==> config.mk <==
export PLATFORM = sky130hd
export DESIGN_NAME = osgc_top
export DESIGN_NICKNAME = d
export VERILOG_FILES = /design/src/rtl/osgc_pkg.sv /design/src/rtl/osgc_gain_commit.sv /design/src/rtl/osgc_top.sv
export SDC_FILE = /design/constraint.sdc
export NUM_CORES = 1
export LEC_CHECK = 0
export ABC_CLOCK_PERIOD_IN_PS = 2020
export BUFFER_PORTS_ARGS = -buffer_cell sky130_fd_sc_hd__buf_2
export CAP_MARGIN = 20
export CORE_MARGIN = 2
export CORE_UTILIZATION = 45
export DETAILED_ROUTE_END_ITERATION = 10
export PLACE_DENSITY = 0.67
export SYNTH_ARGS = -nofsm -noshare
export SYNTH_HDL_FRONTEND = slang
export SYNTH_SLANG_ARGS = --single-unit
==> constraint.sdc <==
create_clock -name mclk -period 2.02 [get_ports mclk]
set_input_delay 0.303 -clock mclk [delete_from_list [all_inputs] [get_ports mclk]]
set_output_delay 0.303 -clock mclk [all_outputs]
set_load 0.1 [all_outputs]
==> src/rtl/osgc_pkg.sv <==
// Purpose: Shared constants and carrier types for the output stage gain control block.
// Assumes: Registers are 9 bits wide and sit in the low bits of a 32-bit APB word.
// Notes:   Byte address of a register is four times its index.
package osgc_pkg;

  // Register indices (byte address = index * 4)
  localparam logic [5:0] OSGC_IDX_POWER_MGMT_ONE      = 6'h01;
  localparam logic [5:0] OSGC_IDX_ADDITIONAL_CONTROL  = 6'h07;
  localparam logic [5:0] OSGC_IDX_BEEP_CONTROL        = 6'h2b;
  localparam logic [5:0] OSGC_IDX_OUTPUT_CONTROL      = 6'h31;
  localparam logic [5:0] OSGC_IDX_HEADPHONE_LEFT_VOL  = 6'h34;
  localparam logic [5:0] OSGC_IDX_HEADPHONE_RIGHT_VOL = 6'h35;
  localparam logic [5:0] OSGC_IDX_SPEAKER_LEFT_VOL    = 6'h36;
  localparam logic [5:0] OSGC_IDX_SPEAKER_RIGHT_VOL   = 6'h37;
  localparam logic [5:0] OSGC_IDX_THIRD_OUTPUT_MIXER  = 6'h38;
  localparam logic [5:0] OSGC_IDX_FOURTH_OUTPUT_MIXER = 6'h39;
  localparam logic [5:0] OSGC_IDX_GAIN_STATUS         = 6'h3a;

  // Volume register fields
  localparam int unsigned OSGC_VOL_UPDATE_BIT = 8;
  localparam int unsigned OSGC_VOL_ZC_BIT     = 7;
  localparam int unsigned OSGC_VOL_MUTE_BIT   = 6;
  localparam int unsigned OSGC_VOL_LSB        = 0;
  localparam int unsigned OSGC_VOL_W          = 6;
  localparam logic [7:0]  OSGC_VOL_RESET      = 8'h39;

  // Control bit positions
  localparam int unsigned OSGC_LEVEL_SHIFT_BUF_BIT = 8;
  localparam int unsigned OSGC_SLOW_CLOCK_BIT      = 0;
  localparam int unsigned OSGC_SPEAKER_BOOST_BIT   = 2;
  localparam int unsigned OSGC_INV_MAIN_MUTE_BIT   = 5;
  localparam int unsigned OSGC_RIGHT_INVERT_BIT    = 4;
  localparam int unsigned OSGC_BEEP_GAIN_LSB       = 1;
  localparam int unsigned OSGC_BEEP_ENABLE_BIT     = 0;
  localparam int unsigned OSGC_THIRD_MUTE_BIT      = 6;
  localparam int unsigned OSGC_FOURTH_MUTE_BIT     = 6;
  localparam int unsigned OSGC_FOURTH_ATTN_BIT     = 5;

  // Reset values and writable masks
  localparam logic [8:0] OSGC_CTRL_RESET   = 9'h000;
  localparam logic [8:0] OSGC_THIRD_RESET  = 9'h001;
  localparam logic [8:0] OSGC_FOURTH_RESET = 9'h001;
  localparam logic [8:0] OSGC_THIRD_MASK   = 9'h04f;
  localparam logic [8:0] OSGC_FOURTH_MASK  = 9'h0ff;

  // Zero-cross timeout: 2^21 system clock periods
  localparam int unsigned OSGC_ZC_TIMEOUT_EXP    = 21;
  localparam int unsigned OSGC_ZC_TIMEOUT_CYCLES = 2 ** OSGC_ZC_TIMEOUT_EXP;

  // Number of volume PGAs: 0 hp left, 1 hp right, 2 spk left, 3 spk right
  localparam int unsigned OSGC_NUM_PGA = 4;

  typedef enum logic [0:0] {
    CM_IDLE  = 1'b0,
    CM_ARMED = 1'b1
  } osgc_commit_e;

  // One output PGA as seen by the analogue stage
  typedef struct packed {
    logic       mute;
    logic [5:0] volume;
  } osgc_pga_s;

  // Speaker stage, inverter and beep mixer controls
  typedef struct packed {
    logic       speaker_boost_select;
    logic       level_shift_buffer_en;
    logic       right_speaker_invert;
    logic       inverter_main_input_mute;
    logic       beep_enable;
    logic [2:0] beep_gain;
  } osgc_spk_s;

  // Third and fourth output mixers and stages
  typedef struct packed {
    logic third_output_mute;
    logic fourth_mix_to_third;
    logic left_bypass_to_third;
    logic left_mixer_to_third;
    logic left_dac_to_third;
    logic fourth_output_mute;
    logic fourth_output_attenuate;
    logic third_mix_to_fourth;
    logic left_mixer_to_fourth;
    logic left_dac_to_fourth;
    logic right_bypass_to_fourth;
    logic right_mixer_to_fourth;
    logic right_dac_to_fourth;
  } osgc_aux_s;

endpackage : osgc_pkg

==> src/rtl/osgc_gain_commit.sv <==
// Purpose: Decides when one pending PGA gain is applied, with zero-cross timeout.
// Assumes: zc_event is a one-cycle pulse already synchronised to mclk.
// Notes:   commit is combinational so an immediate update lands on the write edge.
module osgc_gain_commit #(
  parameter int unsigned TIMEOUT_CYCLES = osgc_pkg::OSGC_ZC_TIMEOUT_CYCLES,
  parameter int unsigned CW             = $clog2(TIMEOUT_CYCLES) + 1
) (
  // Clock and reset
  input  wire logic mclk,
  input  wire logic nrst,
  // Control
  input  wire logic trigger,
  input  wire logic zc_enable,
  input  wire logic zc_event,
  input  wire logic slow_enable,
  // Result
  output logic      commit,
  output logic      armed
);
  import osgc_pkg::*;

  localparam logic [CW-1:0] LAST = CW'(TIMEOUT_CYCLES - 1);

  osgc_commit_e  state_q;
  osgc_commit_e  state_d;
  logic [CW-1:0] count_q;
  logic [CW-1:0] count_d;
  logic          timeout;

  // Timeout only advances while the slow clock is enabled
  assign timeout = slow_enable & (count_q == LAST);
  assign armed   = (state_q == CM_ARMED);

  // Next state; a new trigger with zero-cross on restarts the wait with the new value
  always_comb
  begin
    state_d = state_q;
    count_d = count_q;
    commit  = 1'b0;
    case (state_q)
      CM_IDLE:
      begin
        if (trigger && zc_enable)
        begin
          state_d = CM_ARMED;
          count_d = '0;
        end
        else if (trigger)
        begin
          commit = 1'b1;
        end
      end
      CM_ARMED:
      begin
        if (trigger && zc_enable)
        begin
          count_d = '0;
        end
        else if (trigger || !zc_enable || zc_event || timeout)
        begin
          commit  = 1'b1;
          state_d = CM_IDLE;
          count_d = '0;
        end
        else if (slow_enable)
        begin
          count_d = count_q + 1'b1;
        end
      end
      default:
      begin
        state_d = CM_IDLE;
        count_d = '0;
      end
    endcase
  end

  // State registers
  always_ff @(posedge mclk or negedge nrst)
  begin
    if (!nrst)
    begin
      state_q <= CM_IDLE;
      count_q <= '0;
    end
    else
    begin
      state_q <= state_d;
      count_q <= count_d;
    end
  end

endmodule : osgc_gain_commit

==> src/rtl/osgc_top.sv <==
// Purpose: Register bank and gain sequencing for the analogue output stages.
// Assumes: APB slave, zero wait states; zero-cross detector inputs are asynchronous.
// Notes:   Volume fields read back the pending value; applied gains leave on pga_drive.
// Function
// - Headphone volumes wait pending until a headphone update bit is written as one.
// - Speaker volumes wait pending until a speaker update bit is written as one.
// - Zero-cross enabled gains change at a crossing, otherwise at once.
// - Volumes are six-bit codes, 1dB steps, reset to the 0dB code.
// - Speaker mute silences the output while its DC level stays driven.
// - Speaker boost picks inverting unity or non-inverting 1.5x level-shifted stage.
// - Right-speaker invert bit routes that output through the inverter.
// - Beep enable mixes right auxiliary input into the inverter, three-bit gain.
// - Inverter-mixer mute silences the main input of the inverter mixer.
// - With slow clock on, a waiting gain is forced after 2^21 clocks.
// - Slow clock enable also drives the jack-insert debounce circuit.
// - Fourth-output attenuate bit cuts that output by 6dB.
// - Third/fourth mute makes the stage drive the midrail reference.
// - Third mixer sums its four selected sources, left DAC on at reset.
// - Fourth mixer sums third mixer, left mixer, left DAC, right bypass, right mixer.
// - Speaker outputs carry left/right mixer results scaled by their own controls.
// - Fourth mixer also takes the right DAC, selected at reset.
module osgc_top
  import osgc_pkg::*;
#(
  parameter int unsigned ZC_TIMEOUT_CYCLES = osgc_pkg::OSGC_ZC_TIMEOUT_CYCLES
) (
  // Clock and reset
  input  wire logic                                      mclk,
  input  wire logic                                      nrst,
  // APB slave
  input  wire logic                                      psel,
  input  wire logic                                      penable,
  input  wire logic                                      pwrite,
  input  wire logic [7:0]                                paddr,
  input  wire logic [31:0]                               pwdata,
  output logic [31:0]                                    prdata,
  output logic                                           pready,
  output logic                                           pslverr,
  // Zero-cross detectors, one per PGA, asynchronous
  input  wire logic [osgc_pkg::OSGC_NUM_PGA-1:0]         zero_cross_in,
  // Analogue stage controls
  output osgc_pkg::osgc_pga_s [osgc_pkg::OSGC_NUM_PGA-1:0] pga_drive,
  output osgc_pkg::osgc_spk_s                            spk_drive,
  output osgc_pkg::osgc_aux_s                            aux_drive,
  output logic [8:0]                                     power_mgmt_one_bits,
  output logic [8:0]                                     output_control_bits,
  output logic                                           jack_debounce_enable
);
  import osgc_pkg::*;

  localparam int unsigned NP = OSGC_NUM_PGA;

  // Bus phase decode
  wire       apb_setup  = psel & ~penable;
  wire       apb_access = psel & penable;
  wire       apb_wr     = apb_access & pwrite;
  wire [5:0] reg_index  = paddr[7:2];

  // Register selects
  wire sel_pm1   = (reg_index == OSGC_IDX_POWER_MGMT_ONE);
  wire sel_addc  = (reg_index == OSGC_IDX_ADDITIONAL_CONTROL);
  wire sel_beep  = (reg_index == OSGC_IDX_BEEP_CONTROL);
  wire sel_outc  = (reg_index == OSGC_IDX_OUTPUT_CONTROL);
  wire sel_hpl   = (reg_index == OSGC_IDX_HEADPHONE_LEFT_VOL);
  wire sel_hpr   = (reg_index == OSGC_IDX_HEADPHONE_RIGHT_VOL);
  wire sel_spl   = (reg_index == OSGC_IDX_SPEAKER_LEFT_VOL);
  wire sel_spr   = (reg_index == OSGC_IDX_SPEAKER_RIGHT_VOL);
  wire sel_third = (reg_index == OSGC_IDX_THIRD_OUTPUT_MIXER);
  wire sel_four  = (reg_index == OSGC_IDX_FOURTH_OUTPUT_MIXER);
  wire sel_stat  = (reg_index == OSGC_IDX_GAIN_STATUS);

  wire [NP-1:0] sel_vol = {sel_spr, sel_spl, sel_hpr, sel_hpl};
  wire          mapped  = sel_pm1 | sel_addc | sel_beep | sel_outc | (|sel_vol)
                          | sel_third | sel_four | sel_stat;

  // Unmapped offsets answer with an error and change nothing
  assign pready  = 1'b1;
  assign pslverr = apb_access & ~mapped;

  // Update strobes: bit 8 written as one, self-clearing, never stored
  wire hp_update  = apb_wr & (sel_hpl | sel_hpr) & pwdata[OSGC_VOL_UPDATE_BIT];
  wire spk_update = apb_wr & (sel_spl | sel_spr) & pwdata[OSGC_VOL_UPDATE_BIT];
  wire [NP-1:0] vol_trigger = {spk_update, spk_update, hp_update, hp_update};

  // Control registers
  logic [8:0] pm1_q;
  logic [8:0] addc_q;
  logic [8:0] beep_q;
  logic [8:0] outc_q;
  logic [8:0] third_q;
  logic [8:0] four_q;
  logic [31:0] prdata_q;

  // Per-PGA state
  logic [7:0]    vol_q     [NP];
  logic [7:0]    vol_d     [NP];
  logic [5:0]    applied_q [NP];
  logic [NP-1:0] pga_armed;
  logic [NP-1:0] pga_commit;
  logic [NP-1:0] zc_meta_q;
  logic [NP-1:0] zc_sync_q;
  logic [NP-1:0] zc_prev_q;
  wire  [NP-1:0] zc_event = zc_sync_q & ~zc_prev_q;

  wire slow_clock_enable = addc_q[OSGC_SLOW_CLOCK_BIT];

  // Plain control registers; masks keep reserved bits of the third and fourth mixer registers at zero
  always_ff @(posedge mclk or negedge nrst)
  begin
    if (!nrst)
    begin
      pm1_q   <= OSGC_CTRL_RESET;
      addc_q  <= OSGC_CTRL_RESET;
      beep_q  <= OSGC_CTRL_RESET;
      outc_q  <= OSGC_CTRL_RESET;
      third_q <= OSGC_THIRD_RESET;
      four_q  <= OSGC_FOURTH_RESET;
    end
    else if (apb_wr)
    begin
      if (sel_pm1)
        pm1_q <= pwdata[8:0];
      if (sel_addc)
        addc_q <= pwdata[8:0];
      if (sel_beep)
        beep_q <= pwdata[8:0];
      if (sel_outc)
        outc_q <= pwdata[8:0];
      if (sel_third)
        third_q <= pwdata[8:0] & OSGC_THIRD_MASK;
      if (sel_four)
        four_q <= pwdata[8:0] & OSGC_FOURTH_MASK;
    end
  end

  // One volume PGA per entry: pending field, synchroniser, commit, applied gain
  generate
    for (genvar g = 0; g < NP; g++)
    begin : g_pga
      // Pending value follows the write at once; the gain itself does not
      assign vol_d[g] = (apb_wr && sel_vol[g]) ? pwdata[7:0] : vol_q[g];

      always_ff @(posedge mclk or negedge nrst)
      begin
        if (!nrst)
        begin
          vol_q[g] <= OSGC_VOL_RESET;
        end
        else
        begin
          vol_q[g] <= vol_d[g];
        end
      end

      // Detector is analogue and asynchronous: two flops before any logic
      always_ff @(posedge mclk or negedge nrst)
      begin
        if (!nrst)
        begin
          zc_meta_q[g] <= 1'b0;
          zc_sync_q[g] <= 1'b0;
          zc_prev_q[g] <= 1'b0;
        end
        else
        begin
          zc_meta_q[g] <= zero_cross_in[g];
          zc_sync_q[g] <= zc_meta_q[g];
          zc_prev_q[g] <= zc_sync_q[g];
        end
      end

      osgc_gain_commit #(
        .TIMEOUT_CYCLES (ZC_TIMEOUT_CYCLES)
      ) u_commit (
        .mclk        (mclk),
        .nrst        (nrst),
        .trigger     (vol_trigger[g]),
        .zc_enable   (vol_d[g][OSGC_VOL_ZC_BIT]),
        .zc_event    (zc_event[g]),
        .slow_enable (slow_clock_enable),
        .commit      (pga_commit[g]),
        .armed       (pga_armed[g])
      );

      // Commit takes the newest pending value, so a same-cycle write is not lost
      always_ff @(posedge mclk or negedge nrst)
      begin
        if (!nrst)
        begin
          applied_q[g] <= OSGC_VOL_RESET[5:0];
        end
        else if (pga_commit[g])
        begin
          applied_q[g] <= vol_d[g][5:0];
        end
      end

      // Mute acts at once; only the volume waits for the update strobe
      assign pga_drive[g].mute   = vol_q[g][OSGC_VOL_MUTE_BIT];
      assign pga_drive[g].volume = applied_q[g];
    end
  endgenerate

  // Read data selection; bit 8 of volume words always reads zero
  wire [8:0] rd_vol =
    sel_hpl ? {1'b0, vol_q[0]} :
    sel_hpr ? {1'b0, vol_q[1]} :
    sel_spl ? {1'b0, vol_q[2]} :
    sel_spr ? {1'b0, vol_q[3]} : 9'h000;

  wire [8:0] rd_ctrl =
    sel_pm1   ? pm1_q   :
    sel_addc  ? addc_q  :
    sel_beep  ? beep_q  :
    sel_outc  ? outc_q  :
    sel_third ? third_q :
    sel_four  ? four_q  :
    sel_stat  ? {5'h00, pga_armed} : 9'h000;

  wire [31:0] rd_word = {23'h000000, rd_vol | rd_ctrl};

  // Capture read data in setup so the zero-wait access phase sees a flop
  always_ff @(posedge mclk or negedge nrst)
  begin
    if (!nrst)
    begin
      prdata_q <= 32'h00000000;
    end
    else if (apb_setup && !pwrite)
    begin
      prdata_q <= rd_word;
    end
  end

  assign prdata = prdata_q;

  // Speaker stage; boost changes are not guarded, software keeps it quiet
  assign spk_drive.speaker_boost_select     = outc_q[OSGC_SPEAKER_BOOST_BIT];
  assign spk_drive.level_shift_buffer_en    = pm1_q[OSGC_LEVEL_SHIFT_BUF_BIT];
  assign spk_drive.right_speaker_invert     = beep_q[OSGC_RIGHT_INVERT_BIT];
  assign spk_drive.inverter_main_input_mute = beep_q[OSGC_INV_MAIN_MUTE_BIT];
  assign spk_drive.beep_enable              = beep_q[OSGC_BEEP_ENABLE_BIT];
  assign spk_drive.beep_gain                = beep_q[OSGC_BEEP_GAIN_LSB +: 3];

  // Third output stage and its mixer selects
  assign aux_drive.third_output_mute    = third_q[OSGC_THIRD_MUTE_BIT];
  assign aux_drive.fourth_mix_to_third  = third_q[3];
  assign aux_drive.left_bypass_to_third = third_q[2];
  assign aux_drive.left_mixer_to_third  = third_q[1];
  assign aux_drive.left_dac_to_third    = third_q[0];

  // Fourth output stage, attenuator and its mixer selects
  assign aux_drive.fourth_output_mute      = four_q[OSGC_FOURTH_MUTE_BIT];
  assign aux_drive.fourth_output_attenuate = four_q[OSGC_FOURTH_ATTN_BIT];
  assign aux_drive.third_mix_to_fourth     = four_q[7];
  assign aux_drive.left_mixer_to_fourth    = four_q[4];
  assign aux_drive.left_dac_to_fourth      = four_q[3];
  assign aux_drive.right_bypass_to_fourth  = four_q[2];
  assign aux_drive.right_mixer_to_fourth   = four_q[1];
  assign aux_drive.right_dac_to_fourth     = four_q[0];

  // Whole registers for stages handled elsewhere in the chip
  assign power_mgmt_one_bits = pm1_q;
  assign output_control_bits = outc_q;

  // Shared slow clock gate: turning it off also stops jack debounce
  assign jack_debounce_enable = slow_clock_enable;

endmodule : osgc_top

==> results of run 1 <==
-- flip-flops by register name (all words and copies together), names as in the netlist --
name	flops
third_q	5
zc_prev_q	4
prdata	9
vol_q	28
g_pga.u_commit.armed	4
power_mgmt_one_bits	9
zc_sync_q	4
addc_q	9
four_q	8
pga_drive	28
beep_q	9
g_pga.u_commit.count_q	88
zc_meta_q	4
output_control_bits	9
-- area by class of cell --
cell class                      instances  share of cell area
Multi-Input combinational cell        752               0.372
Clock inverter                          4             0.00275
Inverter                               18             0.00464
Tap cell                              324              0.0278
Timing Repair Buffer                  317               0.161
Sequential cell                       218               0.378
Clock buffer                           42              0.0535
-- timing repair --
action / 4_1_cts / 5_1_grt
gates cloned: 1 / 0
gates resized for setup: 23 / 52
hold buffers: 5 / 0
buffers inserted: 4 / 12
pin swaps: 5 / 17
setup endpoints to repair: 53 / 78
hold endpoints to repair: 57 / 0
-- metal layers --
layer | GRT usage | vias to the layer above | routed length [um]
li1 | - | 4397 | -
met1 | 0.312 | 4688 | 13200
met2 | 0.385 | 244 | 14800
met3 | 0.0374 | 61 | 1390
met4 | 0.0758 | 2 | 890
met5 | 0 | - | 8
-- power by group --
group | internal [uW] | switching, uW | total, uW
registers | 4510 | 95.7 | 4610
logic | 297 | 1110 | 1400
clock network | 2630 | 1800 | 4430
-- worst reg2reg max path, cell delays in order, from the launching register on --
cell and delay, ns:
dfrtp_4 0.46, nand4b_1 0.16, nor4_4 0.34, a21oi_2 0.12, o21ai_1 0.15, o21a_2 0.31, mux2_4 0.34
-- cells by family (layout without fill, tap and decap cells) --
kind of cell,after synthesis,count (layout),synth area share
muxes,118,118,0.125
other,2,24,0.000684
AOI/OAI and AO/OA,213,213,0.135
buffers and inverters,101,381,0.0505
adders and majority gates,4,4,0.00456
DFF,218,218,0.500
and+or+nand+nor,392,393,0.184
-- layout by cell type, fill, tap and decap left out, types with 24 or more instances in the layout --
master / instances
buf_4: 193
nand3_1: 71
dfstp_2: 34
mux2_2: 102
dfrtp_1: 182
nor2_1: 66
o21ai_0: 43
nand2_1: 99
buf_2: 98
conb_1: 24
clkbuf_16: 25
-- path summary, 6_finish.rpt --
check	from	end	slack, ns
max	addc_q[0]$_DFFE_PN0P_	pga_drive[22]$_DFFE_PN0P_	0.01
min	pwdata[0]	beep_q[0]$_DFFE_PN0P_	0.16
max reg2reg	addc_q[0]$_DFFE_PN0P_	pga_drive[22]$_DFFE_PN0P_	0.01
min reg2reg	zc_meta_q[3]$_DFF_PN0_	zc_sync_q[3]$_DFF_PN0_	0.35
max in group asynchronous	nrst	pga_drive[3]$_DFFE_PN1P_	0.96
min in group asynchronous	nrst	g_pga[3].u_commit.count_q[12]$_DFFE_PN0P_	0.33
-- per-stage QoR --
stage | area, um^2 | util | cells
final | 14600 | 0.602 | 1675
after global routing | 14600 | 0.602 | 1675
after CTS | 14300 | 0.591 | 1664
after detailed placement | 13300 | 0.549 | 1608
after global placement | 13300 | 0.549 | 1608
after floorplan | 11300 | - | 1070
==> impl_metrics.yaml, run 1 <==
outcome:
  status: "finished, final reports clean"
sta:
  post-route-min-period_ns: 2.01
  hold_slack_ns: 0.163
  rsz0062_at_grt: "true"
  tightest_slew_ns: 0.539
  worst_slack_ns: 0.0135
  hold_viol_final: 0
  post-route-period-util: 0.993
  setup-violations-final: 0
  slew_viol_final: 0
  max_freq_ghz: 0.498
  slew_headroom: 0.641
  final.setup.tns_ns: 0
  finClkSkew_ns: 0.0177
worst_setup_path:
  crit_slowest_cell: "dfrtp_4"
  cpPeakStageDelay_ns: 0.46
  path_cells: "nand4b_1, nor4_4, a21oi_2, o21ai_1, o21a_2, mux2_4"
  path_buf_inv: 0
  worstPathRequired_ns: 2.44
  worstSetupEndpointType: "flop"
  crit_family: "compound AO/OA/AOI/OAI gates"
  crit_cells: 6
  cp-start-kind: "flop"
  worstPathMaxFanout: 6
  cp.arrival_ns: 2.43
  worstSetupPathType: "flop to flop"
  reg2reg_depth: 6
global_routing:
  grt_pass1_vias: 9302
  grt_start_max_net_pins: 61
  antenna_found_initial: 1
  grt_usage: 0.232
  grt_pass1_wl_um: 48300
  overflow: 0
synth:
  yosys_warnings: 0
  synth_edf_count: 0
  synth.most_common_cell: "dfrtp_1"
  synth.area.top_cells: "dfrtp_1, mux2_2, dfstp_2"
  async_reset_ff_frac: 1.00
  synth_area_per_cell_um2: 10.5
  synth_area_leader_cell: "dfrtp_1"
  synth_common_cells: "dfrtp_1, mux2_2, nand2_1"
  synth_seq_cells: 218
  synth_cell_types: 76
  ys_seq_area_frac: 0.500
  synthCells: 1048
  synth_top_area_frac: 0.419
  ys.flop_type: "dfrtp_1"
  syn-cell-area_mm2: 0.0110
place:
  portBuffers: 101
  post-dp-hpwl_um: 21500
  place_congestion: 0.867
  post-place-ws_ns: -0.370
power:
  power_density_mw_per_mm2: 717
  irDropWorstVdd_mv: 0.600
  total_power_uw: 10400
  leakage_uw: 0.00678
finish:
  seq_area_mm2: 0.00550
  multiInputGateArea_mm2: 0.00542
  n_fill_cell: 1964
  nets: 1385
  num_antenna_cells: 0
  drive_above_1_share: 0.429
  syn2layout_area_growth_pct: 32.5
floorplan:
  die_area_mm2: 0.0257
  fp.dieH_um: 160
  initial_core_util: 0.454
  core_mm2: 0.0242
  die_w_um: 160
  rows: 57
  io_pins: 151
run:
  max_cap_viol_count: 0
detailed_routing:
  postRouteAntennaNets: 0
  dr.pass1.iters: 7
  avgRoutedWirePerCell_um: 18.0
  routed_via_density: 5.61
  drc: 0
  wl_um: 30200
  vias: 9392
  drtIter0Drc: 808
worst_hold_path:
  hold_depth: 2
  min_path_type: "input pin to flop"
clock_tree:
  cts_sinks: 218
  cts_tree: "yes"
  clock_latency_ns: 0.54
  cts.clk_slew.worst_paths_ns: 0.06
  ctsRootBufferMaster: "clkbuf_16"
  cts_made_buffers: 25
  clock_path_buffers: 3
  h-tree-depth: 1
(Power assumes the default switching activity.)
==> run 2: changes to the inputs <==
CORE_UTILIZATION = 30   (was 45)
PLACE_DENSITY = unset   (was 0.67)
==> run 2 against run 1 <==
Compared with the run above: the run now ends with setup timing left; register-to-register slack lost 0.02 ns; worst setup slack worse by 0.018 ns; count of clock-buffer cells in the layout decreased by 7; clock power is 5.9% higher; wire length grew 2.1%; hold slack better by 0.0097 ns; flip-flop and latch count unchanged; non-clock buffer count is 8 lower; via count decreased by 1.9%; clock skew is essentially flat; global-route usage fell by 7.1 points; critical endpoint is now pga_drive[23]$_DFFE_PN0P_.
==> impl_metrics.yaml, run 2 (synthesis gave the netlist of run 1 again) <==
outcome:
  status: "finished, violations left"
  violations: "setup timing"
worst_hold_path:
  hold_depth: 2
  worstHoldStart: "pwdata[3]"
  min_path_type: "input pin to flop"
sta:
  tightest_slew_ns: 0.605
  slew_headroom: 0.596
  slew_viol_final: 0
  setup-violations-final: 2
  max_freq_ghz: 0.494
  post-route-period-util: 1.00
  worst_slack_ns: -0.00491
  post-route-min-period_ns: 2.02
  final.setup.tns_ns: -0.00729
  rsz0062_at_grt: "true"
  finClkSkew_ns: 0.0175
  hold_viol_final: 0
global_routing:
  antenna_found_initial: 1
  grt_pass1_wl_um: 50200
  overflow: 0
  grt_pass1_vias: 9253
  grt_usage: 0.161
  grt_start_max_net_pins: 68
run:
  max_cap_viol_count: 0
worst_setup_path:
  worstSetupEndpointType: "flop"
  crit_slowest_cell: "nor4_4"
  cp.arrival_ns: 2.46
  path_buf_inv: 1
  path_cells: "nand4_1, nor4_4, a21oi_2, o21ai_1, o21a_2, buf_12, mux2_4"
  cpPeakStageDelay_ns: 0.46
  r2r-start: "g_pga[3].u_commit.count_q[10]$_DFFE_PN0P_"
  crit_family: "simple AND/OR/NAND/NOR gates"
  crit_path_start: "g_pga[3].u_commit.count_q[10]$_DFFE_PN0P_"
  worstPathMaxFanout: 6
  crit_cells: 7
  reg2reg_depth: 7
  worstSetupPathType: "flop to flop"
  worstPathRequired_ns: 2.45
  cp-start-kind: "flop"
floorplan:
  die_w_um: 195
  rows: 70
  fp.dieH_um: 195
  initial_core_util: 0.302
  die_area_mm2: 0.0382
  io_pins: 151
  core_mm2: 0.0363
detailed_routing:
  vias: 9216
  avgRoutedWirePerCell_um: 17.0
  drc: 0
  dr.pass1.iters: 5
  drtIter0Drc: 550
  routed_via_density: 5.09
  postRouteAntennaNets: 0
  wl_um: 30800
finish:
  most-common-layout-cells: "buf_4, dfrtp_1, mux2_2"
  drive_above_1_share: 0.420
  layout_commonest_cell: "buf_4"
  layout.cells.non_filler: 1810
  nets: 1376
  syn2layout_area_growth_pct: 33.6
  finalInstanceArea_mm2: 0.0147
  n_fill_cell: 3510
  largest_reg_flops: 88
  fin_util: 0.404
  top_register: "g_pga.u_commit.count_q"
  num_antenna_cells: 0
clock_tree:
  cts_made_buffers: 25
  ctsRootBufferMaster: "clkbuf_16"
  cts.clk_slew.worst_paths_ns: 0.06
  clock_latency_ns: 0.55
  cts_tree: "yes"
  h-tree-depth: 1
  clock_path_buffers: 3
  cts_sinks: 218
power:
  irDropWorstVdd_mv: 0.850
  leakage_uw: 0.00676
  power_density_mw_per_mm2: 729
place:
  place_area_mm2: 0.0135
  place_congestion: 0.825
  portBuffers: 101
  post-dp-hpwl_um: 22200
  place_inst: 1751
-- run 2: layout make-up --
type                    count  area, um^2  share of cell area
well taps                 468         586              0.0399
clock inverters            11         155              0.0106
inverters                  18        67.6             0.00461
clock buffers              35         693              0.0472
multi-input cells         751        5390               0.367
flip-flops and latches    218        5500               0.375
repair buffers            309        2280               0.155
-- run 2: repair_timing --
| action | in CTS | in global routing |
|---|---|---|
| setup endpoints to repair | 49 | 98 |
| hold buffers | 5 | 0 |
| pin swaps | 1 | 18 |
| resized for setup | 6 | 53 |
| buffers inserted | 0 | 8 |
| hold endpoints to repair | 164 | 0 |
-- run 2: worst register-to-register path, delay by kind of cell (launching register included) --
kind | cells | cell delay, ns
multiplexers | 1 | 0.30
buffers and inverters | 1 | 0.13
AO/OA/AOI/OAI | 3 | 0.45
AND/OR/NAND/NOR | 2 | 0.69
flip-flops | 1 | 0.35
-- run 2: layer usage --
metal	routed length, um	GRT usage	vias up
met5	9	0	-
met4	706	0.0393	2
met3	1480	0.0318	49
met2	14300	0.259	188
met1	14300	0.222	4590
li1	-	-	4387
-- run 2: report_power, final --
part	internal (uW)	switching [uW]	total, uW
Combinational	286	1110	1400
Clock	2800	1890	4690
Sequential	4510	91.7	4600
Total	7600	3100	10700
-- run 2: metrics by stage --
stage | total power (uW) | hold slack, ns | setup WS, ns
floorplan | 5720 | 0.00741 | -0.253
global placement | 6050 | 0.186 | -0.521
detailed placement | 6060 | 0.191 | -0.525
CTS | 10800 | 0.145 | 0.00201
global route | 11100 | 0.168 | -0.0895
finish | 10700 | 0.173 | -0.00491
-- run 2: final timing paths --
path,endpoint,slack [ns]
setup / recovery,pga_drive[23]$_DFFE_PN0P_,-0.005
hold / removal,power_mgmt_one_bits[3]$_DFFE_PN0P_,0.17
setup reg to reg,pga_drive[23]$_DFFE_PN0P_,-0.005
hold reg to reg,zc_sync_q[1]$_DFF_PN0_,0.35
max in group asynchronous,pga_drive[14]$_DFFE_PN1P_,1.12
min in group asynchronous,beep_q[5]$_DFFE_PN0P_,0.21
